--- config.mk ---
export PLATFORM = sky130hd
export DESIGN_NAME = lsetc_top
export DESIGN_NICKNAME = d
export VERILOG_FILES = /design/src/lsetc_pkg.sv /design/src/lsetc_top.sv
export SDC_FILE = /design/constraint.sdc
export NUM_CORES = 1
export LEC_CHECK = 0
export ABC_AREA = 1
export ABC_CLOCK_PERIOD_IN_PS = 5500
export BUFFER_PORTS_ARGS = -buffer_cell sky130_fd_sc_hd__buf_2
export CORE_AREA = 2 2 159 161
export DETAILED_ROUTE_END_ITERATION = 10
export DIE_AREA = 0 0 161 163
export SETUP_SLACK_MARGIN = 0.02
export SYNTH_ARGS = -nofsm -noshare
export SYNTH_HDL_FRONTEND = slang
export SYNTH_SLANG_ARGS = --single-unit
--- constraint.sdc ---
create_clock -name sys_clk -period 5.5 [get_ports sys_clk]
set_clock_uncertainty 0.2 [all_clocks]
set_input_delay 0.275 -clock sys_clk [delete_from_list [all_inputs] [get_ports sys_clk]]
set_output_delay 0.275 -clock sys_clk [all_outputs]
set_load 0.01 [all_outputs]
--- src/lsetc_pkg.sv ---
// shared constants for the line scan exposure trigger control block
package lsetc_pkg;
  localparam int unsigned CLK_HZ = 250000000;
  localparam int unsigned TICKS_PER_US = CLK_HZ / 1000000;
  // register byte offsets
  localparam logic [7:0] CTRL_OFS = 8'h00;
  localparam logic [7:0] PERIOD_OFS = 8'h04;
  localparam logic [7:0] EXPO_OFS = 8'h08;
  localparam logic [7:0] STATUS_OFS = 8'h0c;
  localparam logic [7:0] MASK_OFS = 8'h10;
  localparam logic [7:0] TEMP_OFS = 8'h14;
  // control field positions
  localparam int CTRL_TRIG_BIT = 0;
  localparam int CTRL_WIDTH_BIT = 1;
  localparam int CTRL_RESET_BIT = 2;
  // status field positions
  localparam int ST_LINE_BIT = 0;
  localparam int ST_READ_BIT = 1;
  localparam int ST_HOT_BIT = 2;
  localparam int ST_WIDTH = 3;
  // line period and exposure in microseconds, temperature limit in degrees C; defaults and limits
  localparam logic [19:0] PERIOD_US_RST = 20'h00064;
  localparam logic [19:0] PERIOD_US_MIN = 20'h00015;
  localparam logic [19:0] PERIOD_US_MAX = 20'hf4240;
  localparam logic [11:0] EXPO_US_RST = 12'h032;
  localparam logic [11:0] EXPO_US_MIN = 12'h004;
  localparam logic [11:0] EXPO_US_MAX = 12'hbb8;
  localparam logic [7:0] TEMP_LIMIT_C = 8'h4b;
endpackage

--- src/lsetc_top.sv ---
// line trigger and exposure timing control with wishbone registers
`timescale 1ns/1ns
`default_nettype none
module lsetc_top (
  input wire logic sys_clk,
  input wire logic resetn,
  input wire logic [7:0] wb_adr_i,
  input wire logic [31:0] wb_dat_i,
  input wire logic [3:0] wb_sel_i,
  input wire logic wb_we_i,
  input wire logic wb_cyc_i,
  input wire logic wb_stb_i,
  output logic [31:0] wb_dat_o,
  output logic wb_ack_o,
  input wire logic external_line_sync,
  input wire logic [7:0] tempC,
  output logic exposing,
  output logic lineBegin,
  output logic readoutStart,
  output logic errorLed,
  output logic irq
);
  // status and mask width, taken from the package once
  localparam int ST_WIDTH_L = lsetc_pkg::ST_WIDTH;

  // all state in one struct; the comb process edits a copy, the flop
  // process registers it, so every output below comes from a flop
  typedef struct packed {
    logic [2:0] syncPipe; // sync synchroniser
    logic syncLvl; // agreed sync level
    logic trigEn;
    logic widthMode;
    logic [19:0] periodUs;
    logic [11:0] expoUs;
    logic [7:0] tempLast;
    logic [7:0] usDiv; // microsecond enable divider
    logic [19:0] lineCnt; // line timer, us
    logic [11:0] expoCnt; // exposure timer, us
    logic expo;
    logic lineP;
    logic readP;
    logic hot;
    logic [ST_WIDTH_L-1:0] status;
    logic [ST_WIDTH_L-1:0] mask;
    logic [31:0] rdata;
    logic ack;
    logic irqO;
  } lsetc_state_type;

  lsetc_state_type s_reg, s_next;

  // clamp exposure into range and below the line period
  // used at write time and again at use, since a later period write
  // may shrink the line below a stored exposure
  function automatic logic [11:0] clampExpo(input logic [11:0] v,
                                            input logic [19:0] per);
    logic [11:0] r;
    r = v;
    if (r < lsetc_pkg::EXPO_US_MIN) begin
      r = lsetc_pkg::EXPO_US_MIN;
    end
    if (r > lsetc_pkg::EXPO_US_MAX) begin
      r = lsetc_pkg::EXPO_US_MAX;
    end
    if ({8'h00, r} >= per) begin
      r = 12'(per - 20'h00001); // line period dominates
    end
    return r;
  endfunction

  logic usTick;
  logic syncRise;
  logic syncFall;
  logic wbReq;
  logic [3:0] evt;

  // register process
  // synchronous reset loads the power-up settings: free run, 100 us
  // line period and 50 us exposure; everything else clears
  always_ff @(posedge sys_clk) begin
    if (!resetn) begin
      s_reg <= '0;
      s_reg.periodUs <= lsetc_pkg::PERIOD_US_RST;
      s_reg.expoUs <= lsetc_pkg::EXPO_US_RST;
    end else begin
      s_reg <= s_next;
    end
  end

  // next-state logic
  always_comb begin
    s_next = s_reg;
    s_next.lineP = 1'b0;
    s_next.readP = 1'b0;
    s_next.ack = 1'b0;
    evt = '0;
    // three stage sync; second and third must agree
    // the pin is asynchronous to sys_clk, so stage one is never read
    // by logic; a one-cycle glitch cannot reach the filtered level
    s_next.syncPipe = {s_reg.syncPipe[1:0], external_line_sync};
    if (s_reg.syncPipe[2] == s_reg.syncPipe[1]) begin
      s_next.syncLvl = s_reg.syncPipe[2];
    end
    syncRise = s_next.syncLvl & ~s_reg.syncLvl;
    syncFall = ~s_next.syncLvl & s_reg.syncLvl;
    // microsecond enable
    usTick = (s_reg.usDiv == 8'(lsetc_pkg::TICKS_PER_US - 1));
    s_next.usDiv = usTick ? 8'h00 : s_reg.usDiv + 8'h01;
    s_next.tempLast = tempC;
    // over-temperature latches until reset command
    if (s_reg.tempLast > lsetc_pkg::TEMP_LIMIT_C) begin
      s_next.hot = 1'b1;
    end
    if (s_reg.hot) begin
      s_next.expo = 1'b0;
    end else if (!s_reg.trigEn) begin
      // free run: line timer reloads on expiry
      // the divider keeps running, so a line is exactly period ticks
      if (usTick) begin
        if (s_reg.lineCnt + 20'h00001 >= s_reg.periodUs) begin
          s_next.lineCnt = '0;
          s_next.lineP = 1'b1;
          s_next.expo = 1'b1;
          s_next.expoCnt = '0;
        end else begin
          s_next.lineCnt = s_reg.lineCnt + 20'h00001;
        end
      end
    end else if (s_reg.widthMode) begin
      // pulse-width: timers unused
      // exposure follows the filtered level, three or four cycles late
      if (syncRise) begin
        s_next.expo = 1'b1;
        s_next.lineP = 1'b1;
      end else if (syncFall) begin
        s_next.expo = 1'b0;
        s_next.readP = 1'b1;
      end
    end else if (syncFall) begin
      // timed external: line timer ignored
      s_next.expo = 1'b1;
      s_next.expoCnt = '0;
      s_next.lineP = 1'b1;
      // restart the microsecond divider so the exposure is whole ticks
      // long; free run needs no restart as it starts on a tick
      s_next.usDiv = 8'h00;
    end
    // timed exposure end; skipped in pulse-width mode and on the cycle
    // that a new external start restarts the exposure counter
    if (!s_reg.hot && s_reg.expo && usTick
        && !(s_reg.trigEn && (s_reg.widthMode || syncFall))) begin
      if (s_reg.expoCnt + 12'h001
          >= clampExpo(s_reg.expoUs, s_reg.periodUs)) begin
        s_next.expo = 1'b0;
        s_next.readP = 1'b1;
      end else begin
        s_next.expoCnt = s_reg.expoCnt + 12'h001;
      end
    end
    // bus slave, one wait: ack one cycle after request
    // the ack term in the request blocks a second take while ack stands,
    // so a master that drops cyc and stb when it samples ack gets exactly one transfer; held on, it gets one every second cycle
    wbReq = wb_cyc_i & wb_stb_i & ~s_reg.ack;
    s_next.ack = wbReq;
    if (wbReq && wb_we_i && wb_sel_i[0]) begin
      unique case (wb_adr_i)
        lsetc_pkg::CTRL_OFS: begin
          s_next.trigEn = wb_dat_i[lsetc_pkg::CTRL_TRIG_BIT];
          // pulse width only with trigger on
          s_next.widthMode = wb_dat_i[lsetc_pkg::CTRL_WIDTH_BIT]
                             & wb_dat_i[lsetc_pkg::CTRL_TRIG_BIT];
          if (wb_dat_i[lsetc_pkg::CTRL_RESET_BIT]) begin
            s_next.hot = 1'b0;
          end
        end
        lsetc_pkg::PERIOD_OFS: begin
          // honoured only in free run
          if (!s_reg.trigEn) begin
            s_next.periodUs = wb_dat_i[19:0] < lsetc_pkg::PERIOD_US_MIN ?
              lsetc_pkg::PERIOD_US_MIN :
              (wb_dat_i[19:0] > lsetc_pkg::PERIOD_US_MAX ?
               lsetc_pkg::PERIOD_US_MAX : wb_dat_i[19:0]);
            s_next.lineCnt = '0;
          end
        end
        lsetc_pkg::EXPO_OFS: begin
          s_next.expoUs = clampExpo(wb_dat_i[11:0], s_reg.periodUs);
        end
        lsetc_pkg::STATUS_OFS: begin
          s_next.status = s_reg.status & ~wb_dat_i[ST_WIDTH_L-1:0];
        end
        lsetc_pkg::MASK_OFS: begin
          s_next.mask = wb_dat_i[ST_WIDTH_L-1:0];
        end
        default: begin
        end
      endcase
    end
    // events set sticky bits, set wins over clear
    evt[lsetc_pkg::ST_LINE_BIT] = s_next.lineP;
    evt[lsetc_pkg::ST_READ_BIT] = s_next.readP;
    evt[lsetc_pkg::ST_HOT_BIT] = s_next.hot & ~s_reg.hot;
    s_next.status = s_next.status | evt[ST_WIDTH_L-1:0];
    s_next.irqO = |(s_next.status & s_next.mask);
    // read mux
    // read data is registered with ack, so it stands exactly in the
    // cycle that ack does; unmapped places read zero
    s_next.rdata = '0;
    if (wbReq && !wb_we_i) begin
      unique case (wb_adr_i)
        lsetc_pkg::CTRL_OFS: begin
          s_next.rdata = {29'h0, s_reg.hot, s_reg.widthMode, s_reg.trigEn};
        end
        lsetc_pkg::PERIOD_OFS: s_next.rdata = {12'h000, s_reg.periodUs};
        lsetc_pkg::EXPO_OFS: s_next.rdata = {20'h00000, s_reg.expoUs};
        lsetc_pkg::STATUS_OFS: begin
          s_next.rdata = {29'h0, s_reg.status};
        end
        lsetc_pkg::MASK_OFS: s_next.rdata = {29'h0, s_reg.mask};
        lsetc_pkg::TEMP_OFS: s_next.rdata = {24'h000000, s_reg.tempLast};
        default: s_next.rdata = '0;
      endcase
    end
  end

  // outputs straight from flops
  // no gate sits between a flop and a pin, so downstream logic sees
  // clean edges one cycle after the decision
  assign wb_dat_o = s_reg.rdata;
  assign wb_ack_o = s_reg.ack;
  assign exposing = s_reg.expo;
  assign lineBegin = s_reg.lineP;
  assign readoutStart = s_reg.readP;
  assign errorLed = s_reg.hot;
  assign irq = s_reg.irqO;

  // pulse-width exposure tracks the filtered sync
  AST_WIDTH_TRACK: assert property (@(posedge sys_clk) disable iff (!resetn)
    s_reg.trigEn && s_reg.widthMode && !s_reg.hot && $rose(s_reg.syncLvl)
    |-> exposing) else $error("exposure not started on sync rise");
  AST_WIDTH_END: assert property (@(posedge sys_clk) disable iff (!resetn)
    s_reg.trigEn && s_reg.widthMode && $fell(s_reg.syncLvl) && !s_reg.hot
    |-> !exposing && readoutStart) else $error("no readout on fall");
  AST_HOT_STOP: assert property (@(posedge sys_clk) disable iff (!resetn)
    errorLed |=> !exposing) else $error("imaging while hot");
  AST_NO_WIDTH_FREE: assert property (@(posedge sys_clk) disable iff (!resetn)
    !s_reg.trigEn |-> !s_reg.widthMode) else $error("width w/o trig");
  AST_PERIOD_HOLD: assert property (@(posedge sys_clk) disable iff (!resetn)
    s_reg.trigEn && $stable(s_reg.trigEn) |-> $stable(s_reg.periodUs))
    else $error("period changed in trigger mode");
  AST_EXPO_RANGE: assert property (@(posedge sys_clk) disable iff (!resetn)
    s_reg.expoUs >= 12'h004 && s_reg.expoUs <= 12'hbb8)
    else $error("exposure out of range");
  AST_TIMED_FALL: assert property (@(posedge sys_clk) disable iff (!resetn)
    s_reg.trigEn && !s_reg.widthMode && !s_reg.hot && $fell(s_reg.syncLvl)
    |-> exposing && lineBegin) else $error("timed start missed");
  AST_NO_INT_LINE: assert property (@(posedge sys_clk) disable iff (!resetn)
    s_reg.trigEn && $past(s_reg.trigEn) && !$changed(s_reg.syncLvl)
    |-> !lineBegin) else $error("internal line in trig mode");
  AST_ACK_ONE: assert property (@(posedge sys_clk) disable iff (!resetn)
    wb_ack_o |=> !wb_ack_o) else $error("ack held");
  // further guards; each watches flops and inputs of this block only
  // handshake checks: a taken request is answered on the next edge,
  // and an idle bus never sees an ack, so a master that waits for
  // ack cannot hang on a legal request
  AST_ACK_AFTER_REQ: assert property (@(posedge sys_clk)
    disable iff (!resetn) wb_cyc_i && wb_stb_i && !wb_ack_o |=> wb_ack_o)
    else $error("request not acked");
  AST_NO_ACK_IDLE: assert property (@(posedge sys_clk)
    disable iff (!resetn) !(wb_cyc_i && wb_stb_i) |=> !wb_ack_o)
    else $error("ack without request");
  // a free-run line begin always opens an exposure on the same edge
  AST_LINE_EXPO: assert property (@(posedge sys_clk)
    disable iff (!resetn) lineBegin && !$past(s_reg.trigEn) |-> exposing)
    else $error("free-run line without exposure");
  // one-cycle pulses never stretch
  AST_LINE_PULSE: assert property (@(posedge sys_clk)
    disable iff (!resetn) lineBegin |=> !lineBegin)
    else $error("line begin held");
  AST_READ_PULSE: assert property (@(posedge sys_clk)
    disable iff (!resetn) readoutStart |=> !readoutStart)
    else $error("readout start held");
  // sticky status: the event bit is set on the edge the pulse appears
  AST_STATUS_LINE: assert property (@(posedge sys_clk)
    disable iff (!resetn) lineBegin |-> s_reg.status[lsetc_pkg::ST_LINE_BIT])
    else $error("line event not recorded");
  // over-temperature stays latched until a reset command is taken
  AST_HOT_LATCH: assert property (@(posedge sys_clk)
    disable iff (!resetn) errorLed && !(wb_cyc_i && wb_stb_i && !wb_ack_o
    && wb_we_i && wb_sel_i[0] && wb_adr_i == lsetc_pkg::CTRL_OFS
    && wb_dat_i[lsetc_pkg::CTRL_RESET_BIT]) |=> errorLed)
    else $error("over-temperature cleared without command");
  // divider and period stay inside their legal ranges
  AST_DIV_RANGE: assert property (@(posedge sys_clk)
    disable iff (!resetn) s_reg.usDiv <= 8'(lsetc_pkg::TICKS_PER_US - 1))
    else $error("microsecond divider overran");
  AST_PERIOD_RANGE: assert property (@(posedge sys_clk)
    disable iff (!resetn) s_reg.periodUs >= lsetc_pkg::PERIOD_US_MIN
    && s_reg.periodUs <= lsetc_pkg::PERIOD_US_MAX)
    else $error("line period out of range");
endmodule
`default_nettype wire

==> out/qor.yml, run 1 <==
setup_path:
  cp-endpoint: "s_reg[48]$_SDFF_PN0_"
  critical_path.max_fanout: 19
  worst_r2r_endpoint: "s_reg[48]$_SDFF_PN0_"
  endpoint_kind: "flop"
  worst_ep_required_time_ps: 5650
  crit_arrival_ps: 5070
  startpoint_type: "flop"
  crit_start: "s_reg[103]$_SDFFE_PN0P_"
  rr_worst_depth: 26
  r2r_slack_ps: 580
  r2r-start: "s_reg[103]$_SDFFE_PN0P_"
  worstSetupPathType: "reg2reg"
sta:
  hold_violations: 0
  slew_headroom_pct: 33.6
  layout_setup_ws_ps: 578
  finalCritPeriodShare_pct: 89.5
  tns_ps: 0
  slew_viol_final: 0
  period_minus_slack_ps: 4920
  setup_viol: 0
  max_freq_mhz: 203
  max_slew.worst_pin.slew_ps: 988
  whs_ps: 3.86
  rsz0062_at_grt: "false"
cells_and_area:
  fillerInstances: 2628
  ff_latch_area_um2: 2360
  drive_above_1_share_pct: 11.1
  synthToLayoutAreaGrowth_pct: 14.5
  antenna_cells: 0
  multiInputGateArea_um2: 5010
  fin_nets: 1476
  largest_register_ffs: 90
power:
  p_leak_nw: 4.51
  peakVddDrop_uv: 185
  power_mw: 2.11
  powerDensity_nw_per_um2: 217
synth:
  ys_seq_elements: 118
  yosysWarnings: 0
  yosysMostFrequentCell: "nand2_1"
  syn_inst: 1297
  netlist_top_cells_area: "dfxtp_1 (28%), nand2_1 (15%), ha_1 (9.0%)"
  synthFlopType: "dfxtp_1"
  syn_area_per_cell_um2: 6.52
  synth-edff-count: 0
  synth_common_cells: "nand2_1 (348), inv_1 (174), a21oi_1 (119)"
  netlist_area_um2: 8460
  synth.distinct_cells: 48
  yosysTopAreaCell: "dfxtp_1"
  yosysTopAreaCellShare_pct: 27.9
  synth_async_sr_flop_share_pct: 0
  ys_seq_area_share_pct: 27.9
cts:
  cts_buffer_depth: 2
  insertion_delay_ps: 430
  htreeDepth: 4
  cts.sinks: 118
  cts_made_buffers: 17
  cts_root_buf: "clkbuf_16"
  post-cts-setup-buffer-count: 0
  clk_pin_slew_worst_paths_ps: 60
  cts_tree: "yes"
placed_design:
  hpwl_um: 18900
  gp_congestion: 0.895
  portBuffers: 68
  dp_slack_ps: 571
global_route:
  grt_max_degree: 57
  grt_pass1_vias: 7795
  grt_pass1_wl_um: 40300
  grt-ovfl-total: 0
  grt.total_usage_pct: 19.3
  antenna_found_initial: 0
detailed_routing:
  ant_nets: 0
  drc: 0
  via_per_inst: 4.89
  routed_wl_um: 24900
  post_drt_wl_per_cell_um: 14.6
  via_count: 8306
  drt_pre_antenna_iters: 7
  drtIter0Drc: 645
floorplanning:
  die_y_um: 163
  die_area_um2: 26200
  start_util_pct: 34.3
  rows: 58
  fp.dieW_um: 161
  pin_count: 96
  core-area_um2: 24700
status:
  outcome: "complete, no violations"
flow_run:
  cap_violations: 0
min_path:
  hp-class: "in2reg"
-- kinds of logic after synthesis --
kind of cell / count (synthesis) / share of synthesized area [%]
simple gates: 629 / 33.2
buf+inv: 253 / 13.5
compound gates: 200 / 12.8
flops: 118 / 27.9
fa+ha+maj: 61 / 9.02
xor+xnor: 35 / 3.62
other cells: 1 / 0.0443
-- layout make-up --
| class | count | share of cell area, % |
|---|---|---|
| multi-input combinational | 937 | 51.7 |
| sequential | 118 | 24.4 |
| inverter | 186 | 7.25 |
| timing repair buffer | 97 | 6.46 |
| clock buffer | 20 | 4.61 |
| tap | 330 | 4.26 |
| clock inverter | 12 | 1.33 |
-- report_power, final --
part	total (mW)	internal, mW	leakage (nW)	switching (mW)
Combinational	0.134	0.0485	3.28	0.0850
Sequential	0.871	0.863	0.954	0.00839
Clock	1.10	0.677	0.276	0.425
-- worst min-delay path by stage --
| stage | end | cells after the start | slack (ps) | from |
|---|---|---|---|---|
| detailed placement | s_next[129]$_SDFF_PN0_ | 2 | 200 | s_next[128]$_SDFF_PN0_ |
| global route | s_reg[118]$_SDFFE_PN0P_ | 5 | 30 | wb_dat_i[14] |
| CTS | s_reg[118]$_SDFFE_PN0P_ | 5 | 4 | wb_dat_i[14] |
| finish | s_reg[118]$_SDFFE_PN0P_ | 5 | 4 | wb_dat_i[14] |
| global placement | s_next[129]$_SDFF_PN0_ | 2 | 200 | s_next[128]$_SDFF_PN0_ |
| floorplan | s_next[128]$_SDFF_PN0_ | 2 | 170 | external_line_sync |
-- routing by layer --
layer  GRT usage [%]  part of all wire (%)
met1            25.7                    47
met2            31.7                    46
met3            3.39                   4.8
met4            6.41                   2.1
met5               0                     0
-- through the flow --
stage | area, um^2 | utilization [%] | std cells
final | 9690 | 39.3 | 1700
after global routing | 9690 | 39.3 | 1700
after CTS | 9680 | 39.2 | 1700
after detailed placement | 8830 | 35.8 | 1641
after global placement | 8830 | 35.8 | 1641
after floorplan | 8500 | - | 1308
-- worst max-delay path, cell delays in order (launching register included) --
cell	delay (ps)
dfxtp_1	360
inv_1	130
nor4_2	350
nand3_1	110
o21ai_0	170
nand2_2	190
inv_1	180
nor2_1	70
inv_1	50
ha_1	230
a21oi_1	140
o21ai_0	110
o21bai_1	170
a21oi_1	210
nand2_4	180
o21ai_0	310
inv_1	120
ha_1	310
nand2_1	70
nor2_1	170
and2_1	150
nand2_1	60
nand4_1	160
nor2_1	90
inv_2	240
o21ai_0	140
a21oi_1	160
-- cell usage in the layout (no fill, tap or decap), types with 12 or more instances in the layout --
cell type,Yosys,layout
a21oi_1,119,119
buf_2,13,68
clkbuf_16,0,17
conb_1,1,12
dfxtp_1,118,118
dlygate4sd3_1,0,27
ha_1,61,61
inv_1,174,173
nand2_1,348,347
nand3_1,70,70
nand4_1,27,27
nor2_1,105,105
nor3_1,26,26
o21ai_0,43,42
xor2_1,28,28
-- repair_timing --
item                                    4_1_cts  5_1_grt
endpoints found under the setup margin        0       10
hold buffers                                 27        0
resized for setup                             0        4
hold endpoints to repair                     27        0
Note: power is estimated with default switching activity, not from simulation.
==> run 2: changes to the inputs <==
--- a/config.mk
+++ b/config.mk
@@ -8,9 +8,10 @@
 export ABC_AREA = 1
 export ABC_CLOCK_PERIOD_IN_PS = 5500
 export BUFFER_PORTS_ARGS = -buffer_cell sky130_fd_sc_hd__buf_2
-export CORE_AREA = 2 2 159 161
+export CORE_AREA = 2 2 122 124
 export DETAILED_ROUTE_END_ITERATION = 10
-export DIE_AREA = 0 0 161 163
+export DIE_AREA = 0 0 124 126
+export PLACE_DENSITY = 0.81
 export SETUP_SLACK_MARGIN = 0.02
 export SYNTH_ARGS = -nofsm -noshare
 export SYNTH_HDL_FRONTEND = slang
==> run 2 against run 1 <==
  * Design area is 1.5% lower
  * Global-route usage rose by 12 points
  * First-iteration DRC count increased by 65%
  * Worst setup slack lost 110 ps
  * Non-clock buffer count unchanged
  * Wire length fell by 3.6%
  * Count of clock-buffer cells in the layout did not move
  * Largest power group unchanged
==> out/qor.yml, run 2 (synthesized netlist as in run 1, its figures left out) <==
detailed_routing:
  via_count: 8744
  drc: 0
  drt_pre_antenna_iters: 6
  drtIter0Drc: 1067
  post_drt_wl_per_cell_um: 15.4
  via_per_inst: 5.63
  ant_nets: 0
  routed_wl_um: 24000
floorplanning:
  pin_count: 96
  start_util_pct: 59.1
  die_y_um: 126
  fp.dieW_um: 124
  rows: 44
  core-area_um2: 14300
  die_area_um2: 15600
placed_design:
  hpwl_um: 17100
  gp_congestion: 0.970
  portBuffers: 68
cells_and_area:
  antenna_cells: 0
  synthToLayoutAreaGrowth_pct: 12.8
  final_common_cell: "nand2_1"
  layout_common_cells: "nand2_1 (348), inv_1 (173), a21oi_1 (119)"
  fin_nets: 1476
  drive_above_1_share_pct: 11.0
  largest_register_ffs: 90
  final_util_pct: 66.7
global_route:
  grt.total_usage_pct: 31.5
  grt-ovfl-total: 0
  grt_max_degree: 58
  antenna_found_initial: 0
  grt_pass1_vias: 8222
  grt_pass1_wl_um: 38700
sta:
  hold_violations: 0
  max_freq_mhz: 199
  slew_viol_final: 0
  max_slew.worst_pin.slew_ps: 974
  period_minus_slack_ps: 5030
  slew_headroom_pct: 35.0
  setup_viol: 0
  finalCritPeriodShare_pct: 91.5
  rsz0062_at_grt: "false"
  tns_ps: 0
min_path:
  hold_depth: 5
  worstHoldStart: "wb_dat_i[14]"
  holdPathEnd: "s_reg[118]$_SDFFE_PN0P_"
  hp-class: "in2reg"
cts:
  clk_pin_slew_worst_paths_ps: 60
  cts_made_buffers: 17
  cts_tree: "yes"
  cts.sinks: 118
  cts_buffer_depth: 2
  htreeDepth: 4
  insertion_delay_ps: 430
  cts_root_buf: "clkbuf_16"
setup_path:
  r2r_slack_ps: 470
  rr_worst_depth: 24
  r2r-start: "s_reg[103]$_SDFFE_PN0P_"
  critical_path.max_fanout: 19
  crit_arrival_ps: 5130
  endpoint_kind: "flop"
  worst_r2r_endpoint: "s_reg[48]$_SDFF_PN0_"
  startpoint_type: "flop"
  worst_ep_required_time_ps: 5600
  worstSetupPathType: "reg2reg"
flow_run:
  cap_violations: 0
power:
  p_leak_nw: 4.53
  peakVddDrop_uv: 230
  powerDensity_nw_per_um2: 230
status:
  outcome: "complete, no violations"
==> run 2: changes by cell type in the layout (fill, tap and decap cells not counted) <==
cell | before | now
bufinv_16 | 2 | 4
nand2_4 | 3 | 2
inv_6 | 1 | 2
nand2_1 | 347 | 348
clkinv_2 | 4 | 1
clkinv_4 | 2 | 1
==> run 2: routing by layer <==
layer	share of wire (%)	global-route usage (%)
met1	42	39.7
met2	46	51.0
met3	9.3	7.97
met4	3.2	13.0
met5	0	0
==> run 2: worst max-delay path, cell delays in order, from the launching register on <==
cell        delay, ps
dfxtp_1           360
inv_1             150
nor4_2            320
nand3b_1          110
nand2_1           240
inv_1             140
nor2_1            190
inv_1              70
ha_1              320
nand2_1            90
o21ai_0           150
and3_1            160
a21oi_1            50
nand2_2           270
clkinvlp_4        250
o21ai_1           300
ha_1              300
a21oi_1           160
nor2_1             50
nor3_1            120
nand4_1           200
nor2_1            200
inv_2             170
o21ai_0           230
a21oi_1            80
==> run 2: worst max-delay path by stage <==
| stage | from | to |
|---|---|---|
| after floorplan | s_reg[103]$_SDFFE_PN0P_ | s_reg[53]$_SDFF_PN0_ |
| after global placement | s_reg[103]$_SDFFE_PN0P_ | s_reg[46]$_SDFF_PN0_ |
| after detailed placement | s_reg[103]$_SDFFE_PN0P_ | s_reg[46]$_SDFF_PN0_ |
| after CTS | s_reg[103]$_SDFFE_PN0P_ | s_reg[48]$_SDFF_PN0_ |
| after global routing | s_reg[103]$_SDFFE_PN0P_ | s_reg[48]$_SDFF_PN0_ |
| final | s_reg[103]$_SDFFE_PN0P_ | s_reg[48]$_SDFF_PN0_ |
==> run 2: power by group <==
| part | internal, mW | switching (mW) |
|---|---|---|
| Sequential | 0.863 | 0.00800 |
| Clock | 0.769 | 0.421 |
| Combinational | 0.0485 | 0.0843 |
==> run 2: cell type report <==
class | count | area, um^2
inverters | 186 | 702
well taps | 184 | 230
clock buffers | 20 | 447
flip-flops and latches | 118 | 2360
clock inverters | 11 | 174
multi-input cells | 937 | 5000
fillers | 1244 | 4770
repair buffers | 97 | 626
==> run 2: stage by stage <==
| stage | total power [mW] | cell area, um^2 | setup WS (ps) | hold WS [ps] | cells |
|---|---|---|---|---|---|
| detailed placement | 1.00 | 8650 | 678 | 209 | 1495 |
| CTS | 2.19 | 9540 | 565 | 2.38 | 1553 |
| global placement | 1.00 | 8650 | 733 | 200 | 1495 |
| floorplan | 0.967 | 8500 | 1550 | 173 | 1308 |
| finish | 2.19 | 9540 | 469 | 2.67 | 1553 |
| global route | 2.25 | 9540 | 30.3 | 38.9 | 1553 |
==> run 2: repair_timing <==
item / 4_1_cts / 5_1_grt
setup buffers: 0 / 0
gates resized for setup: 0 / 2
setup endpoints to repair: 0 / 6
hold buffers: 27 / 0
hold endpoints to repair: 28 / 0
